===== src/hdl/ecfd_consts.svh =====
// Constants for the event counter and frequency divider channel.
`ifndef ECFD_CONSTS_SVH
`define ECFD_CONSTS_SVH

`define ECFD_CNT_W          16
`define ECFD_CNT_ZERO       16'h0000
`define ECFD_RELOAD_RST     16'h0000
`define ECFD_PRESCALE_W     4
`define ECFD_PRESCALE_RST   8'h00
`define ECFD_DIV_CH_A       2'h0
`define ECFD_DIV_CH_B       2'h3
`define ECFD_EDGE_FALL      2'h0
`define ECFD_EDGE_RISE      2'h1
`define ECFD_EDGE_BOTH      2'h2
`define ECFD_FILTER_LEN     3

`endif


===== src/hdl/ecfd_pkg.sv =====
// Types shared by the event counter and frequency divider channel.
`default_nettype none
package ecfd_pkg;

    typedef enum logic [1:0]
    {
        ECFD_MODE_EVENT   = 2'h1,
        ECFD_MODE_DIVIDER = 2'h2
    } ecfd_mode_t;

    typedef struct packed
    {
        ecfd_mode_t  mode;
        logic        clk_sel;
        logic [1:0]  edge_sel;
        logic        start_irq_select;
        logic        split_high;
    } ecfd_cfg_t;

    typedef enum logic [2:0]
    {
        ECFD_ST_IDLE  = 3'b001,
        ECFD_ST_ARMED = 3'b010,
        ECFD_ST_RUN   = 3'b100
    } ecfd_state_t;

endpackage : ecfd_pkg
`default_nettype wire


===== src/hdl/ecfd_edge_detect.sv =====
// Input synchroniser, optional noise filter and valid edge detector.
`default_nettype none
`include "ecfd_consts.svh"
module ecfd_edge_detect
    import ecfd_pkg::*;
(
    input  wire logic       i_clk,
    input  wire logic       i_rst_b,
    input  wire logic       i_clr,
    input  wire logic       i_tick,
    input  wire logic       i_filter_en,
    input  wire logic [1:0] i_edge_sel,
    input  wire logic       i_pin,
    output logic            o_edge
);

    logic                          sync1_q;
    logic                          sync2_q;
    logic [`ECFD_FILTER_LEN-1:0]   shift_q;
    logic                          level_q;
    logic                          prev_q;
    logic                          level_d;

    // ----------------------------------------------------------------
    // Synchroniser
    // ----------------------------------------------------------------
    always_ff @(posedge i_clk or negedge i_rst_b)
    begin
        if (!i_rst_b)
        begin
            sync1_q <= 1'b0;
            sync2_q <= 1'b0;
        end
        else
        begin
            sync1_q <= i_pin;
            sync2_q <= sync1_q;
        end
    end

    // ----------------------------------------------------------------
    // Sampling on the operating clock tick
    // ----------------------------------------------------------------
    // With the filter on, a level counts only once it held for every sample.
    always_comb
    begin
        level_d = level_q;
        if (!i_filter_en)
            level_d = shift_q[0];
        else if (&shift_q)
            level_d = 1'b1;
        else if (~|shift_q)
            level_d = 1'b0;
    end

    always_ff @(posedge i_clk or negedge i_rst_b)
    begin
        if (!i_rst_b)
        begin
            shift_q <= '0;
            level_q <= 1'b0;
            prev_q  <= 1'b0;
            o_edge  <= 1'b0;
        end
        else if (i_clr)
        begin
            shift_q <= '0;
            level_q <= 1'b0;
            prev_q  <= 1'b0;
            o_edge  <= 1'b0;
        end
        else
        begin
            o_edge <= 1'b0;
            if (i_tick)
            begin
                shift_q <= {shift_q[`ECFD_FILTER_LEN-2:0], sync2_q};
                level_q <= level_d;
                prev_q  <= level_q;
                case (i_edge_sel)
                    `ECFD_EDGE_RISE: o_edge <= level_q & ~prev_q;
                    `ECFD_EDGE_BOTH: o_edge <= level_q ^ prev_q;
                    default:         o_edge <= ~level_q & prev_q;
                endcase
            end
        end
    end

endmodule // ecfd_edge_detect
`default_nettype wire


===== src/hdl/ecfd_channel.sv =====
// One timer channel as external event counter or frequency divider.
`default_nettype none
`include "ecfd_consts.svh"
module ecfd_channel
    import ecfd_pkg::*;
#(
    parameter logic [1:0] CHANNEL = 2'h0
)
(
    input  wire logic                       i_clk,
    input  wire logic                       i_rst_b,
    input  wire logic                       i_unit_clock_enable_bit,
    input  wire logic [`ECFD_PRESCALE_W-1:0] i_clock_prescale_select_a,
    input  wire logic [`ECFD_PRESCALE_W-1:0] i_clock_prescale_select_b,
    input  wire logic                       i_prescale_wr,
    input  wire ecfd_cfg_t                  i_channel_mode_reg,
    input  wire logic                       i_mode_wr,
    input  wire logic                       i_input_noise_filter_enable,
    input  wire logic                       i_filter_wr,
    input  wire logic [`ECFD_CNT_W-1:0]     i_channel_reload_value,
    input  wire logic                       i_reload_wr,
    input  wire logic                       i_output_value_reg,
    input  wire logic                       i_output_value_wr,
    input  wire logic                       i_output_enable_reg,
    input  wire logic                       i_output_enable_wr,
    input  wire logic                       i_start_trigger_reg,
    input  wire logic                       i_stop_trigger_reg,
    input  wire logic                       i_event_input_pin,
    output logic [`ECFD_CNT_W-1:0]          o_channel_down_counter,
    output logic                            o_channel_active_status,
    output logic                            o_channel_zero_irq,
    output logic                            o_timer_output_pin,
    output logic                            o_timer_output_pin_oe
);

    logic                           unit_en_q;
    logic [`ECFD_PRESCALE_W-1:0]    psel_a_q;
    logic [`ECFD_PRESCALE_W-1:0]    psel_b_q;
    logic [15:0]                    prescale_q;
    logic                           tick;
    ecfd_cfg_t                      cfg_q;
    logic                           filter_q;
    logic [`ECFD_CNT_W-1:0]         reload_q;
    logic                           out_val_q;
    logic                           out_en_q;
    ecfd_state_t                    state_q;
    logic                           edge_det;
    logic                           clr;
    logic                           acc;
    logic                           div_ok;
    logic [`ECFD_CNT_W-1:0]         cnt_mask;
    logic                           toggle;
    logic                           irq_d;
    logic                           start;
    logic                           stop;
    logic                           at_zero;

    // Divider mode exists only on two of the four channels.
    assign div_ok = (CHANNEL == `ECFD_DIV_CH_A) || (CHANNEL == `ECFD_DIV_CH_B);
    // A split channel counts events in its lower 8 bits only.
    assign cnt_mask = cfg_q.split_high ? 16'h00FF : 16'hFFFF;
    assign clr = ~unit_en_q;
    assign acc = unit_en_q;

    // Prescaler tap for a 2^sel divide; returns the tick condition.
    function automatic logic tap_tick(input logic [15:0] cnt,
                                      input logic [`ECFD_PRESCALE_W-1:0] sel);
        logic [15:0] mask;
        mask = 16'hFFFF >> (5'h10 - {1'b0, sel});
        tap_tick = ((cnt & mask) == 16'h0000);
    endfunction

    // ----------------------------------------------------------------
    // Unit enable and prescaler
    // ----------------------------------------------------------------
    always_ff @(posedge i_clk or negedge i_rst_b)
    begin
        if (!i_rst_b)
            unit_en_q <= 1'b0;
        else
            unit_en_q <= i_unit_clock_enable_bit;
    end

    always_ff @(posedge i_clk or negedge i_rst_b)
    begin
        if (!i_rst_b)
        begin
            psel_a_q   <= '0;
            psel_b_q   <= '0;
            prescale_q <= 16'h0000;
        end
        else if (clr)
        begin
            psel_a_q   <= '0;
            psel_b_q   <= '0;
            prescale_q <= 16'h0000;
        end
        else
        begin
            prescale_q <= prescale_q + 16'h0001;
            if (i_prescale_wr && acc)
            begin
                psel_a_q <= i_clock_prescale_select_a;
                psel_b_q <= i_clock_prescale_select_b;
            end
        end
    end

    // Each channel samples its input on the operating clock it selects.
    assign tick = unit_en_q && (cfg_q.clk_sel ? tap_tick(prescale_q, psel_b_q)
                                              : tap_tick(prescale_q, psel_a_q));

    // ----------------------------------------------------------------
    // Configuration registers
    // ----------------------------------------------------------------
    always_ff @(posedge i_clk or negedge i_rst_b)
    begin
        if (!i_rst_b)
        begin
            cfg_q     <= '{mode: ECFD_MODE_EVENT, default: '0};
            filter_q  <= 1'b0;
            reload_q  <= `ECFD_RELOAD_RST;
            out_val_q <= 1'b0;
            out_en_q  <= 1'b0;
        end
        else if (clr)
        begin
            cfg_q     <= '{mode: ECFD_MODE_EVENT, default: '0};
            filter_q  <= 1'b0;
            reload_q  <= `ECFD_RELOAD_RST;
            out_val_q <= 1'b0;
            out_en_q  <= 1'b0;
        end
        else
        begin
            if (i_mode_wr && acc)
            begin
                cfg_q <= i_channel_mode_reg;
                if (!div_ok)
                    cfg_q.mode <= ECFD_MODE_EVENT;
            end
            if (i_filter_wr && acc)
                filter_q <= i_input_noise_filter_enable;
            // Takes effect only at the next reload point.
            if (i_reload_wr && acc)
                reload_q <= i_channel_reload_value;
            if (i_output_enable_wr && acc)
                out_en_q <= i_output_enable_reg;
            if (i_output_value_wr && acc && !o_channel_active_status)
                out_val_q <= i_output_value_reg;
            else if (toggle)
                out_val_q <= ~out_val_q;
        end
    end

    // ----------------------------------------------------------------
    // Edge detection
    // ----------------------------------------------------------------
    ecfd_edge_detect u_edge
    (
        .i_clk       (i_clk),
        .i_rst_b     (i_rst_b),
        .i_clr       (clr),
        .i_tick      (tick),
        .i_filter_en (filter_q),
        .i_edge_sel  (cfg_q.edge_sel),
        .i_pin       (i_event_input_pin),
        .o_edge      (edge_det)
    );

    // ----------------------------------------------------------------
    // Counting state machine
    // ----------------------------------------------------------------

    assign start   = i_start_trigger_reg && acc;
    assign stop    = i_stop_trigger_reg && acc;
    assign at_zero = ((o_channel_down_counter & cnt_mask) == `ECFD_CNT_ZERO);

    always_comb
    begin
        toggle = 1'b0;
        irq_d  = 1'b0;
        if (!stop && edge_det)
        begin
            case (state_q)
                ECFD_ST_ARMED:
                begin
                    toggle = cfg_q.start_irq_select;
                    irq_d  = cfg_q.start_irq_select;
                end
                ECFD_ST_RUN:
                begin
                    irq_d  = at_zero;
                    toggle = at_zero && (cfg_q.mode == ECFD_MODE_DIVIDER);
                end
                default:
                begin
                    toggle = 1'b0;
                    irq_d  = 1'b0;
                end
            endcase
        end
    end

    always_ff @(posedge i_clk or negedge i_rst_b)
    begin
        if (!i_rst_b)
        begin
            state_q                 <= ECFD_ST_IDLE;
            o_channel_down_counter  <= `ECFD_CNT_ZERO;
            o_channel_active_status <= 1'b0;
        end
        else if (clr)
        begin
            state_q                 <= ECFD_ST_IDLE;
            o_channel_down_counter  <= `ECFD_CNT_ZERO;
            o_channel_active_status <= 1'b0;
        end
        else if (stop)
        begin
            state_q                 <= ECFD_ST_IDLE;
            o_channel_active_status <= 1'b0;
        end
        else if (start)
        begin
            o_channel_active_status <= 1'b1;
            if (cfg_q.mode == ECFD_MODE_DIVIDER)
                state_q <= ECFD_ST_ARMED;
            else
            begin
                state_q                <= ECFD_ST_RUN;
                o_channel_down_counter <= reload_q & cnt_mask;
            end
        end
        else if (edge_det)
        begin
            case (state_q)
                ECFD_ST_ARMED:
                begin
                    o_channel_down_counter <= reload_q & cnt_mask;
                    state_q                <= ECFD_ST_RUN;
                end
                ECFD_ST_RUN:
                begin
                    // Reload at zero gives reload+1 edges per period.
                    if (at_zero)
                        o_channel_down_counter <= reload_q & cnt_mask;
                    else
                        o_channel_down_counter <= o_channel_down_counter - 16'h0001;
                end
                default:
                    state_q <= ECFD_ST_IDLE;
            endcase
        end
    end

    // ----------------------------------------------------------------
    // Registered outputs
    // ----------------------------------------------------------------
    // Both-edge division comes from the edge detector; output jitter is one tick.
    always_ff @(posedge i_clk or negedge i_rst_b)
    begin
        if (!i_rst_b)
        begin
            o_channel_zero_irq    <= 1'b0;
            o_timer_output_pin    <= 1'b0;
            o_timer_output_pin_oe <= 1'b0;
        end
        else if (clr)
        begin
            o_channel_zero_irq    <= 1'b0;
            o_timer_output_pin    <= 1'b0;
            o_timer_output_pin_oe <= 1'b0;
        end
        else
        begin
            o_channel_zero_irq    <= irq_d && !clr;
            o_timer_output_pin    <= out_val_q;
            o_timer_output_pin_oe <= out_en_q;
        end
    end

endmodule // ecfd_channel
`default_nettype wire


===== config.mk =====
export PLATFORM = sky130hd
export DESIGN_NAME = ecfd_channel
export DESIGN_NICKNAME = d
export VERILOG_FILES = /design/src/hdl/ecfd_pkg.sv /design/src/hdl/ecfd_edge_detect.sv /design/src/hdl/ecfd_channel.sv
export VERILOG_INCLUDE_DIRS = /design/src /design/src/hdl
export SDC_FILE = /design/constraint.sdc
export NUM_CORES = 1
export LEC_CHECK = 0
export BUFFER_PORTS_ARGS = -buffer_cell sky130_fd_sc_hd__buf_2
export CAP_MARGIN = 20
export CORE_MARGIN = 3
export CORE_UTILIZATION = 45
export CTS_CLUSTER_DIAMETER = 100
export DETAILED_ROUTE_END_ITERATION = 10
export PLACE_DENSITY = 0.65
export SLEW_MARGIN = 20
export SYNTH_ARGS = -nofsm -noshare
export SYNTH_HDL_FRONTEND = slang
export SYNTH_SLANG_ARGS = --single-unit

===== constraint.sdc =====
create_clock -name i_clk -period 3 [get_ports i_clk]
set_input_delay 0.75 -clock i_clk [delete_from_list [all_inputs] [get_ports i_clk]]
set_output_delay 0.75 -clock i_clk [all_outputs]
set_load 0.02 [all_outputs]

Word-level counts from Yosys, hierarchy flattened
Index checks and enable logic that the tools add are counted.
{"block": "totals", "reg_bits": 82, "inputBits": 46, "out_inout_bits": 20, "word_cells": 137}
{"block": "op_classes", "n_addsub": 4, "n_eq_ne": 20, "shifts": 2, "n_mux": 53, "n_bitwise": 10, "reduce_logical": 23}
{"operator": "$mux 16", "n": 10}
{"operator": "$and 16x16->16", "n": 4}
{"operator": "$logic_not 16->1", "n": 3}
{"operator": "$pmux 16 s2", "n": 1}
{"operator": "$shr 16x5->16 const A", "n": 2}
{"operator": "$mux 1", "n": 25}
{"operator": "$mux 3", "n": 7}
{"operator": "$add 16x1->16 const B", "n": 1}
{"operator": "$mux 4", "n": 4}
{"operator": "$sub 16x1->16 const B", "n": 1}
{"operator": "$mux 7", "n": 2}
{"operator": "$logic_and 1x1->1", "n": 13}
{"operator": "$ne 2x1->1 const B", "n": 6}
{"operator": "$sub 5x4->5 const A", "n": 2}
{"operator": "$ne 3x1->1 const B", "n": 3}
{"operator": "$ne 4x1->1 const B", "n": 2}
{"operator": "$pmux 1 s2", "n": 3}
{"operator": "$pmux 3 s2", "n": 1}
{"operator": "$eq 2x2->1 const B", "n": 2}
{"operator": "$ne 4x3->1 const B", "n": 1}
{"operator": "$ne 4x4->1 const B", "n": 1}
{"operator": "$reduce_and 2->1", "n": 2}
{"operator": "$reduce_and 4->1", "n": 1}
{"operator": "$eq 3x2->1 const B", "n": 1}
{"operator": "10 further kinds", "n": 14}

Logic depth before layout (Yosys ltp)
Gate-level depths: netlist of the first run.
{"block": "logic_depth", "ltp_word": 9, "depth_mapped": 10}

Cells and area by module
Synthesis of the first run repeated with hierarchy kept, for this count alone.
{"block": "hier_totals", "cells_unflattened": 457, "hier_area_um2": 4423.0}
{"mod": "ecfd_channel", "instances": 1, "cells_each": 422, "area_per_inst_um2": 4022.6, "seq_area_each_um2": 1854.3}
{"mod": "ecfd_edge_detect", "instances": 1, "cells_each": 35, "area_per_inst_um2": 400.4, "seq_area_each_um2": 200.2}

Worst setup path after synthesis of the first run
OpenSTA, ideal clock, no wires.
{"block": "synth_path", "kind": "reg-to-reg", "startpoint": "reg psel_a_q[0]", "endpoint": "reg u_edge.level_q", "setup_time_ns": 0.079, "arrival_ns": 2.295, "required_ns": 2.921, "path_slack_ns": 0.625, "stages_incl_launch_ff": 10, "n_path_buf": 1, "synth_period_minus_slack_ns": 2.375, "cell_sequence": "dfrtp_1 inv_1 ha_1 clkbuf_2 o41ai_1 inv_1 a221oi_1 a311oi_1 a31oi_2 mux2i_1"}
{"block": "synth_via", "elab_chain_cells": 8}
{"item": "from (decl)", "line": "ecfd_channel.sv:37", "rtl": "logic [`ECFD_PRESCALE_W-1:0] psel_a_q;"}
{"item": "from (signal assigned)", "line": "ecfd_channel.sv:103", "rtl": "psel_a_q <= i_clock_prescale_select_a;"}
{"item": "$sub 5x4->5", "line": "ecfd_channel.sv:69", "rtl": "mask = 16'hFFFF >> (5'h10 - {1'b0, sel});"}
{"item": "$shr 16x5->16", "line": "ecfd_channel.sv:69"}
{"item": "$and 16x16->16", "line": "ecfd_channel.sv:70", "rtl": "tap_tick = ((cnt & mask) == 16'h0000);"}
{"item": "$logic_not 16->1", "line": "ecfd_channel.sv:70"}
{"item": "$mux 1", "line": "ecfd_channel.sv:110", "rtl": "assign tick = unit_en_q && (cfg_q.clk_sel ? tap_tick(prescale_q, psel_b_q)"}
{"item": "$logic_and 1x1->1", "line": "ecfd_channel.sv:110"}
{"item": "$ne 2x1->1 (no line)"}
{"item": "$reduce_and 2->1 (no line)"}
{"item": "to (signal assigned)", "line": "ecfd_edge_detect.sv:78", "rtl": "level_q <= level_d;"}
{"item": "to (decl)", "line": "ecfd_edge_detect.sv:20", "rtl": "logic level_q;"}
Every way passes these cells.
A chain may end at the register's enable or synchronous reset.

Final worst setup path of the first run
{"block": "layout_path", "startpoint": "reg o_channel_down_counter[8]", "endpoint": "reg o_channel_down_counter[0]"}
{"block": "layout_via", "elab_chain_cells": 8}
{"item": "from (decl)", "line": "ecfd_channel.sv:29", "rtl": "output logic [`ECFD_CNT_W-1:0] o_channel_down_counter,"}
{"item": "from (signal assigned)", "line": "ecfd_channel.sv:210", "rtl": "o_channel_down_counter <= `ECFD_CNT_ZERO;"}
{"item": "from (signal assigned)", "line": "ecfd_channel.sv:216", "rtl": "o_channel_down_counter <= `ECFD_CNT_ZERO;"}
{"item": "from (signal assigned)", "line": "ecfd_channel.sv:232", "rtl": "o_channel_down_counter <= reload_q & cnt_mask;"}
{"item": "$and 16x16->16", "line": "ecfd_channel.sv:177", "rtl": "assign at_zero = ((o_channel_down_counter & cnt_mask) == `ECFD_CNT_ZERO);"}
{"item": "$logic_not 16->1 (no line)"}
{"item": "$mux 16", "line": "ecfd_channel.sv:246", "rtl": "if (at_zero)"}
{"item": "$pmux 16 s2", "line": "ecfd_channel.sv:237", "rtl": "case (state_q)"}
{"item": "$mux 16", "line": "ecfd_channel.sv:235", "rtl": "else if (edge_det)"}
{"item": "$mux 16", "line": "ecfd_channel.sv:224", "rtl": "else if (start)"}
{"item": "$mux 16", "line": "ecfd_channel.sv:219", "rtl": "else if (stop)"}
{"item": "$mux 16", "line": "ecfd_channel.sv:213", "rtl": "else if (clr)"}
Every way passes these cells. The select of a mux whose other input is x is not followed.

==> results of run 1 <==
layer usage:
metal / track usage (%) / wire length [um]
met1: 27.5 / 4830
met2: 31.4 / 5200
met3: 3.46 / 628
met4: 7.31 / 180
met5: 0 / 0
worst max path at each step:
stage / startpoint / endpoint / slack [ps] / cells past startpoint
floorplan: psel_a_q[0]$_DFFE_PN0P_ / u_edge.level_q$_DFFE_PN0P_ / 630 / 9
global placement: o_channel_down_counter[8]$_DFFE_PN0P_ / o_channel_down_counter[4]$_DFFE_PN0P_ / 440 / 7
detailed placement: o_channel_down_counter[8]$_DFFE_PN0P_ / o_channel_down_counter[4]$_DFFE_PN0P_ / 310 / 7
CTS: o_channel_down_counter[8]$_DFFE_PN0P_ / o_channel_down_counter[0]$_DFFE_PN0P_ / 310 / 7
global route: psel_b_q[1]$_DFFE_PN0P_ / u_edge.shift_q[2]$_DFFE_PN0P_ / 50 / 9
finish: o_channel_down_counter[8]$_DFFE_PN0P_ / o_channel_down_counter[0]$_DFFE_PN0P_ / 260 / 7
flip-flops by register name, summed over array words and instances, names as in the netlist:
| signal | count |
|---|---|
| psel_a_q | 4 |
| out_val_q | 1 |
| o_channel_down_counter | 16 |
| o_timer_output_pin | 1 |
| o_timer_output_pin_oe | 1 |
| acc | 1 |
| reload_q | 16 |
| u_edge.level_q | 1 |
| u_edge.o_edge | 1 |
| psel_b_q | 4 |
| cfg_q | 7 |
| prescale_q | 16 |
| out_en_q | 1 |
| u_edge.prev_q | 1 |
| o_channel_zero_irq | 1 |
| state_q | 3 |
| u_edge.sync2_q | 1 |
| u_edge.shift_q | 3 |
| u_edge.sync1_q | 1 |
| o_channel_active_status | 1 |
| filter_q | 1 |
cells by family (layout without fill, tap and decap cells):
kind of cell    after synthesis  count (layout)  synth area share [%]
xor+xnor                     19              19                  3.67
simple gates                166             166                  17.9
mux                          40              40                  8.83
buf+inv                      51             114                  5.33
fa+ha+maj                    13              13                  3.59
compound gates              107             107                  15.3
flops                        82              82                  45.3
power breakdown:
part	switching (uW)	internal, uW	total [uW]
Clock	414	577	991
Sequential	47.9	1150	1200
Combinational	200	139	339
Total	663	1860	2530
cells in the final DEF, fill, tap and decap left out, drive strengths merged, types with 6 or more instances in the layout:
cell,netlist,routed
a21oi,19,19
clkbuf,20,10
nor3b,9,9
o22ai,11,11
nand2,28,28
nor3,10,10
o21ai,30,30
a31oi,9,9
nor2,68,68
ha,13,13
nand3,10,10
buf,6,73
xor2,14,14
and3,7,7
dfrtp,80,80
mux2i,40,40
o21a,6,6
inv,24,24
nand2b,8,8
layout make-up:
| cell class | instances | area share, % |
|---|---|---|
| Clock buffer | 10 | 2.64 |
| Multi-Input combinational cell | 345 | 43.0 |
| Timing Repair Buffer | 73 | 7.69 |
| Clock inverter | 6 | 2.19 |
| Sequential cell | 82 | 39.5 |
| Inverter | 25 | 1.80 |
| Tap cell | 133 | 3.20 |
worst register-to-register path, cell delays in order (launching register included):
cell     delay (ps)
dfrtp_1         440
or4_1           690
o41ai_2         340
nand4_1         220
nand2_1         520
buf_4           240
a21oi_1          60
o21ai_0         150
through the flow:
| stage | hold slack [ps] | utilization (%) | std cells |
|---|---|---|---|
| 3_3_place_gp | 334 | 50.7 | 658 |
| 3_5_place_dp | 336 | 50.7 | 658 |
| 2_1_floorplan | 331 | - | 478 |
| 4_1_cts | 354 | 53.2 | 674 |
| 5_1_grt | 366 | 53.2 | 674 |
| 6_report | 352 | 53.2 | 674 |
==> out/results.ini, run 1 <==
[finish]
antennaDiodeCount = 0
multi_input_comb_area_um2 = 2240
syn2layout_area_growth_pct = 14.8
register_area_um2 = 2050
postLayoutCellArea_um2 = 5200
drive_gt1_share_pct = 18.7
nFillCells = 890
final_nets = 595

[min_path]
hold_depth = 0
hp-start = u_edge.sync1_q$_DFF_PN0_
hold_path_end = u_edge.sync2_q$_DFF_PN0_
hold_path.class = reg -> reg

[synthesis]
synth_top_area_share_pct = 44.2
ys_warn_count = 0
ys.flop_type = dfrtp_1
yosysMostFrequentCell = dfrtp_1
async_reset_ff_share_pct = 100
syn_area_per_cell_um2 = 9.48
synth-seq-cells = 82
synth_edf_count = 0
synthCells = 478
synth_area_leader_cell = dfrtp_1
synth_commonest_cells = dfrtp_1 (80), nor2_1 (68), mux2i_1 (40)
syn_nets = 537
yosys-top-cells-area = dfrtp_1 (44%), mux2i_1 (8.8%), nor2_1 (5.6%)
ys_types = 63
yosysSeqAreaShare_pct = 45.3
synth_area_um2 = 4530

[pwr]
power.total_uw = 2530
peakVddDrop_mv = 0.267
power.leakage_uw = 0.00253
powerDensity_nw_per_um2 = 486

[clock_tree]
cts_root_buf = clkbuf_8
clk_latency_ps = 350
cts_tree = yes
cts.sinks = 82
clk_path_buf_depth = 2
cts_buffers = 9
postCtsHoldBufs = 0
post_cts_buffers = 0
cts_resized = 0
cts_max_level = 3
clkTransAtPathRegs_ps = 90

[detailed_routing]
wl_um = 10800
drtIter0Drc = 221
avgRoutedWirePerCell_um = 16.1
vias = 3756
first_pass_iters = 4
detail_route.vias_per_cell = 5.57
ant_nets = 0
drc = 0

[sta]
slew_viol_final = 0
fin_skew_ps = 6.04
tns_ps = 0
fin_ws_ps = 259
slew_headroom_pct = 40.1
hold_viol = 0
period_share_pct = 91.4
worst_pin_slew_ps = 896
setup_viol = 0
fmax_mhz = 365
rsz0062_at_grt = no
finalCriticalPeriod_ps = 2740

[setup_path]
worstPathRequired_ps = 3260
path_buf_inv = 1
reg2regPathDepth = 7
crit_chain = or4_1 -> o41ai_2 -> nand4_1 -> nand2_1 -> buf_4 -> a21oi_1 -> o21ai_0
cp.arrival_ps = 3010
cp_top_family = simple AND/OR/NAND/NOR gates
critPathMaxStageDelay_ps = 690
r2r-end = o_channel_down_counter[0]$_DFFE_PN0P_
startpoint_type = flop
critPathKind = reg -> reg
worstPathMaxFanout = 19
r2r-start = o_channel_down_counter[8]$_DFFE_PN0P_
critPathCaptureType = flop
cp_slowest_cell = or4_1
r2r_slack_ps = 260

[floorplanning]
initial_core_util_pct = 46.4
die_w_um = 106
ioPinCount = 66
rows = 36
coreArea_um2 = 9770
die_area_um2 = 11300
die_h_um = 106

[place]
post-place-ws_ps = 312
numPortBuffers = 65
gp_congestion = 0.893
hpwl_um = 7760
place_area_um2 = 4950

[flow_run]
cap_violations = 0

[grt]
antenna_found_initial = 0
grt_use_total_pct = 19.9
grt_pass1_wl_um = 18100
grt_overflow_total = 0
grt_pass1_vias = 3613
grt_max_degree = 52

[outcome]
status = finished, final reports clean

Note: power is estimated with default switching activity, not from simulation.
==> inputs of run 2 (changes only) <==
--- a/config.mk
+++ b/config.mk
@@ -12,7 +12,9 @@
 export CORE_UTILIZATION = 45
 export CTS_CLUSTER_DIAMETER = 100
 export DETAILED_ROUTE_END_ITERATION = 10
+export GPL_TIMING_DRIVEN = 0
 export PLACE_DENSITY = 0.65
+export SKIP_LAST_GASP = 1
 export SLEW_MARGIN = 20
 export SYNTH_ARGS = -nofsm -noshare
 export SYNTH_HDL_FRONTEND = slang
==> run 2 against run 1 <==
Effect of this change: sequential power hardly changed; die area stayed put; cell area is 0.26% higher; cell count is 2.2% higher; core utilization is 0.14 points higher; clock skew is 10 ps higher; critical path depth stayed put; fmax is 1.5% higher; hold slack worse by 20 ps.
==> out/results.ini, run 2 (synthesized netlist as in run 1, its figures left out) <==
[outcome]
status = finished, final reports clean

[finish]
utilization_pct = 53.4
reg_top3 = o_channel_down_counter (16), prescale_q (16), reload_q (16)
postLayoutCellArea_um2 = 5220
final_cell_mix = dfrtp_1 (80), nor2_1 (68), buf_2 (64), mux2i_1 (40)
antennaDiodeCount = 0
drive_gt1_share_pct = 17.6
nFillCells = 903
final_common_cell = dfrtp_1
syn2layout_area_growth_pct = 15.1
final_nets = 610

[detailed_routing]
drc = 0
avgRoutedWirePerCell_um = 15.8
wl_um = 10900
ant_nets = 0
drtIter0Drc = 186
detail_route.vias_per_cell = 5.46
first_pass_iters = 5
vias = 3763

[clock_tree]
clkTransAtPathRegs_ps = 90
post_cts_buffers = 0
cts_max_level = 3
cts_buffers = 9
clk_path_buf_depth = 2
cts.sinks = 82
clk_latency_ps = 350
cts_root_buf = clkbuf_8
cts_tree = yes

[place]
post-place-ws_ps = 147
place_area_um2 = 5040
hpwl_um = 8140
numPortBuffers = 62
gp_congestion = 0.936

[setup_path]
startpoint_type = flop
cp.arrival_ps = 2910
critPathCaptureType = flop
worstPathRequired_ps = 3210
critPathKind = reg -> reg
worstPathMaxFanout = 8

[floorplanning]
rows = 36
ioPinCount = 66
die_h_um = 106
initial_core_util_pct = 46.4
coreArea_um2 = 9770
die_area_um2 = 11300
die_w_um = 106

[sta]
setup_viol = 0
hold_viol = 0
slew_viol_final = 0
fin_skew_ps = 16.1
rsz0062_at_grt = no
finalCriticalPeriod_ps = 2700
fmax_mhz = 370
slew_headroom_pct = 42.9
worst_pin_slew_ps = 848
period_share_pct = 90.0
fin_ws_ps = 299
tns_ps = 0

[grt]
grt_max_degree = 53
grt_use_total_pct = 20.3
grt_pass1_wl_um = 18500
antenna_found_initial = 0
grt_overflow_total = 0
grt_pass1_vias = 3801

[flow_run]
cap_violations = 0

[pwr]
power.total_uw = 2290
powerDensity_nw_per_um2 = 438
peakVddDrop_mv = 0.188
power.leakage_uw = 0.00251

[min_path]
hold_path.class = in -> async

## run 2: changes by cell type in the layout (fill, tap and decap cells not counted), sizes merged
cell,delta
clkbuf,+21
buf,-4
clkinvlp,+1
bufinv,-3
## run 2: repair_timing
action | in CTS | in global routing
endpoints found under the hold margin | 0 | 0
hold buffers | 0 | 0
resized for setup | 0 | 1
endpoints found under the setup margin | 0 | 6
## run 2: through the flow
stage	cells	hold WS [ps]
finish	689	332
global route	689	356
global placement	673	332
detailed placement	674	340
CTS	690	342
floorplan	478	331
## run 2: final cells by class
| class | count | area [um2] | area share, % |
|---|---|---|---|
| tap | 133 | 166 | 3.19 |
| clock inverter | 4 | 27.5 | 0.528 |
| buffer | 25 | 144 | 2.76 |
| sequential | 82 | 2050 | 39.4 |
| clock buffer | 12 | 145 | 2.78 |
| timing repair buffer | 63 | 340 | 6.52 |
| multi-input combinational | 345 | 2250 | 43.0 |
| inverter | 25 | 93.8 | 1.80 |
## run 2: final timing paths
kind,start,end,slack (ps),depth (start not counted)
setup / recovery,o_channel_down_counter[8]$_DFFE_PN0P_,o_channel_down_counter[6]$_DFFE_PN0P_,300,7
min in group i_clk,u_edge.sync1_q$_DFF_PN0_,u_edge.sync2_q$_DFF_PN0_,360,0
max in group asynchronous,i_rst_b,cfg_q[5]$_DFFE_PN1P_,2030,2
hold reg to reg,u_edge.sync1_q$_DFF_PN0_,u_edge.sync2_q$_DFF_PN0_,360,0
setup reg to reg,o_channel_down_counter[8]$_DFFE_PN0P_,o_channel_down_counter[6]$_DFFE_PN0P_,300,7
hold / removal,i_rst_b,o_channel_down_counter[14]$_DFFE_PN0P_,330,1
## run 2: power breakdown
part	switching, uW	internal (uW)
clock	413	323
sequential	38.4	1150
combinational	218	145
## run 2: worst max-delay path, stage by stage, from the launching register on
cell and delay, ps:
dfrtp_1 470, or4_1 560, buf_6 150, o41ai_2 290, nand4_1 240, and2_2 290, a21oi_2 390, o22ai_1 170
## run 2: routing by layer
layer	wire [um]	GRT usage [%]	vias to the layer above	share of wire, %
met5	0	0	-	0
met4	259	7.49	0	2.4
met3	596	4.37	18	5.5
met2	4910	31.5	99	45
met1	5150	28.0	1808	47
li1	-	-	1838	-
==> inputs of run 3 (changes only) <==
--- a/config.mk
+++ b/config.mk
@@ -18,4 +18,5 @@
 export SLEW_MARGIN = 20
 export SYNTH_ARGS = -nofsm -noshare
 export SYNTH_HDL_FRONTEND = slang
+export SYNTH_HIERARCHICAL = 1
 export SYNTH_SLANG_ARGS = --single-unit
==> run 3 against run 2 <==
Effect of this change: cell count shrank 3.6%; sequential share of layout area grew 0.73 points; die area shrank 2.3%; worst setup slack lost 50 ps; clock skew shrank 2.5 ps; area after synthesis shrank 2.4%; via count shrank 2.6%; fmax shrank 1.8%; critical path type unchanged; critical endpoint is now u_edge/o_edge$_DFF_PN0_.
==> out/results.ini, run 3 <==
[synthesis]
syn_area_per_cell_um2 = 9.68
ys.flop_type = dfrtp_1
synth_commonest_cells = dfrtp_1 (80), nor2_1 (60), mux2i_1 (38)
yosysSeqAreaShare_pct = 46.4
yosysMostFrequentCell = dfrtp_1
syn_nets = 516
yosys-top-cells-area = dfrtp_1 (45%), mux2i_1 (8.6%), nor2_1 (5.1%)
synth_area_leader_cell = dfrtp_1
synth_top_area_share_pct = 45.3
async_reset_ff_share_pct = 100
synth-seq-cells = 82
ys_types = 62
synth_edf_count = 0
synthCells = 457
synth_area_um2 = 4420
ys_warn_count = 6

[place]
hpwl_um = 7550
gp_congestion = 0.859
placed_cells = 648
numPortBuffers = 61

[flow_run]
cap_violations = 0

[min_path]
hold_path.class = in -> async

[finish]
utilization_pct = 54.4
final_nets = 589
drive_gt1_share_pct = 17.8
syn2layout_area_growth_pct = 15.8
final-instance-count-excl-fill = 664
final_common_cell = dfrtp_1
nFillCells = 873
final_cell_mix = dfrtp_1 (80), buf_2 (63), nor2_1 (60), mux2i_1 (38), a21oi_1 (26)
reg_top3 = o_channel_down_counter (16), prescale_q (16), reload_q (16)
antennaDiodeCount = 0

[sta]
fin_skew_ps = 13.6
tns_ps = 0
rsz0062_at_grt = no
fmax_mhz = 364
slew_viol_final = 0
worst_pin_slew_ps = 795
finalCriticalPeriod_ps = 2750
hold_viol = 0
period_share_pct = 91.7
slew_headroom_pct = 47.0
setup_viol = 0

[detailed_routing]
ant_nets = 0
vias = 3666
wl_um = 10400
avgRoutedWirePerCell_um = 15.6
detail_route.vias_per_cell = 5.52
first_pass_iters = 4
drc = 0
drtIter0Drc = 216

[clock_tree]
clk_latency_ps = 360
post_cts_buffers = 0
cts_resized = 0
cts_tree = yes
clk_path_buf_depth = 2
cts_buffers = 9
cts.sinks = 82
postCtsHoldBufs = 0
clkTransAtPathRegs_ps = 90
cts_max_level = 3
cts_root_buf = clkbuf_8

[floorplanning]
die_area_um2 = 11100
initial_core_util_pct = 47.0
die_w_um = 105
ioPinCount = 66
die_h_um = 105
coreArea_um2 = 9420
rows = 35

[pwr]
peakVddDrop_mv = 0.263
power.leakage_uw = 0.00245
powerDensity_nw_per_um2 = 461
power.total_uw = 2360

[setup_path]
cp-startpoint = psel_b_q[1]$_DFFE_PN0P_
r2r-end = u_edge/o_edge$_DFF_PN0_
crit_path_frequent_cell = inv_1
cp.arrival_ps = 2970
critPathMaxStageDelay_ps = 420
worstPathRequired_ps = 3220
critPathKind = reg -> reg
cp_top_family = compound AO/OA/AOI/OAI gates
crit_chain = inv_1 -> ha_1 -> inv_1 -> a2111oi_0 -> a21o_1 -> a31oi_1 -> o311a_1 -> a21oi_1 -> buf_6 -> nor4b_1
worstPathMaxFanout = 7
cp.depth = 10
r2r-start = psel_b_q[1]$_DFFE_PN0P_
path_buf_inv = 3
r2r_slack_ps = 250
cp_slowest_cell = dfrtp_1
reg2regPathDepth = 10
critPathCaptureType = flop
startpoint_type = flop
crit_path_end = u_edge/o_edge$_DFF_PN0_

[grt]
grt_overflow_total = 0
grt_use_total_pct = 19.3
grt_pass1_vias = 3607
antenna_found_initial = 0
grt_pass1_wl_um = 17400
grt_max_degree = 57

[outcome]
status = finished, final reports clean

-- run 3: cell families (layout without fill, tap and decap cells) --
family / after synthesis / count (layout) / synth area share [%]
simple gates: 157 / 157 / 17.9
compound gates: 107 / 107 / 15.8
flops: 82 / 82 / 46.4
buf+inv: 41 / 119 / 3.82
mux: 38 / 38 / 8.60
xor+xnor: 19 / 19 / 3.76
fa+ha+maj: 13 / 13 / 3.68
-- run 3: metrics by stage --
stage	worst slack, ps	hold WS, ps	cell area [um2]
detailed placement	332	349	4920
global placement	375	333	4890
CTS	271	295	5120
finish	249	291	5120
global route	52.9	302	5120
floorplan	654	331	4420
-- run 3: metal layers --
layer  GRT usage [%]  share of wire [%]  wire, um
met3            4.57                6.5       677
met5               0                  0         0
met2            29.6                 46      4740
met4            4.59               0.81        84
met1            27.6                 47      4860
-- run 3: area by class of cell --
class | count | area (um2) | share of cell area [%]
repair buffers | 62 | 335 | 6.55
multi-input cells | 334 | 2200 | 42.9
well taps | 129 | 161 | 3.15
clock inverters | 7 | 78.8 | 1.54
flip-flops and latches | 82 | 2050 | 40.1
plain buffers | 19 | 86.3 | 1.69
inverters | 22 | 82.6 | 1.61
clock buffers | 9 | 124 | 2.42
-- run 3: worst min-delay path by stage --
stage | from | end
2_1_floorplan | u_edge/sync1_q$_DFF_PN0_ | u_edge/sync2_q$_DFF_PN0_
3_3_place_gp | u_edge/sync1_q$_DFF_PN0_ | u_edge/sync2_q$_DFF_PN0_
3_5_place_dp | u_edge/sync1_q$_DFF_PN0_ | u_edge/sync2_q$_DFF_PN0_
4_1_cts | i_rst_b | out_val_q$_DFFE_PN0P_
5_1_grt | i_rst_b | out_val_q$_DFFE_PN0P_
6_report | i_rst_b | out_val_q$_DFFE_PN0P_
-- run 3: power breakdown --
group	total, uW	internal, uW	leakage (uW)	switching, uW
registers	1190	1150	0.00110	43.0
logic	356	144	0.00126	212
clock network	813	391	0.0000973	422
total	2360	1680	0.00245	677
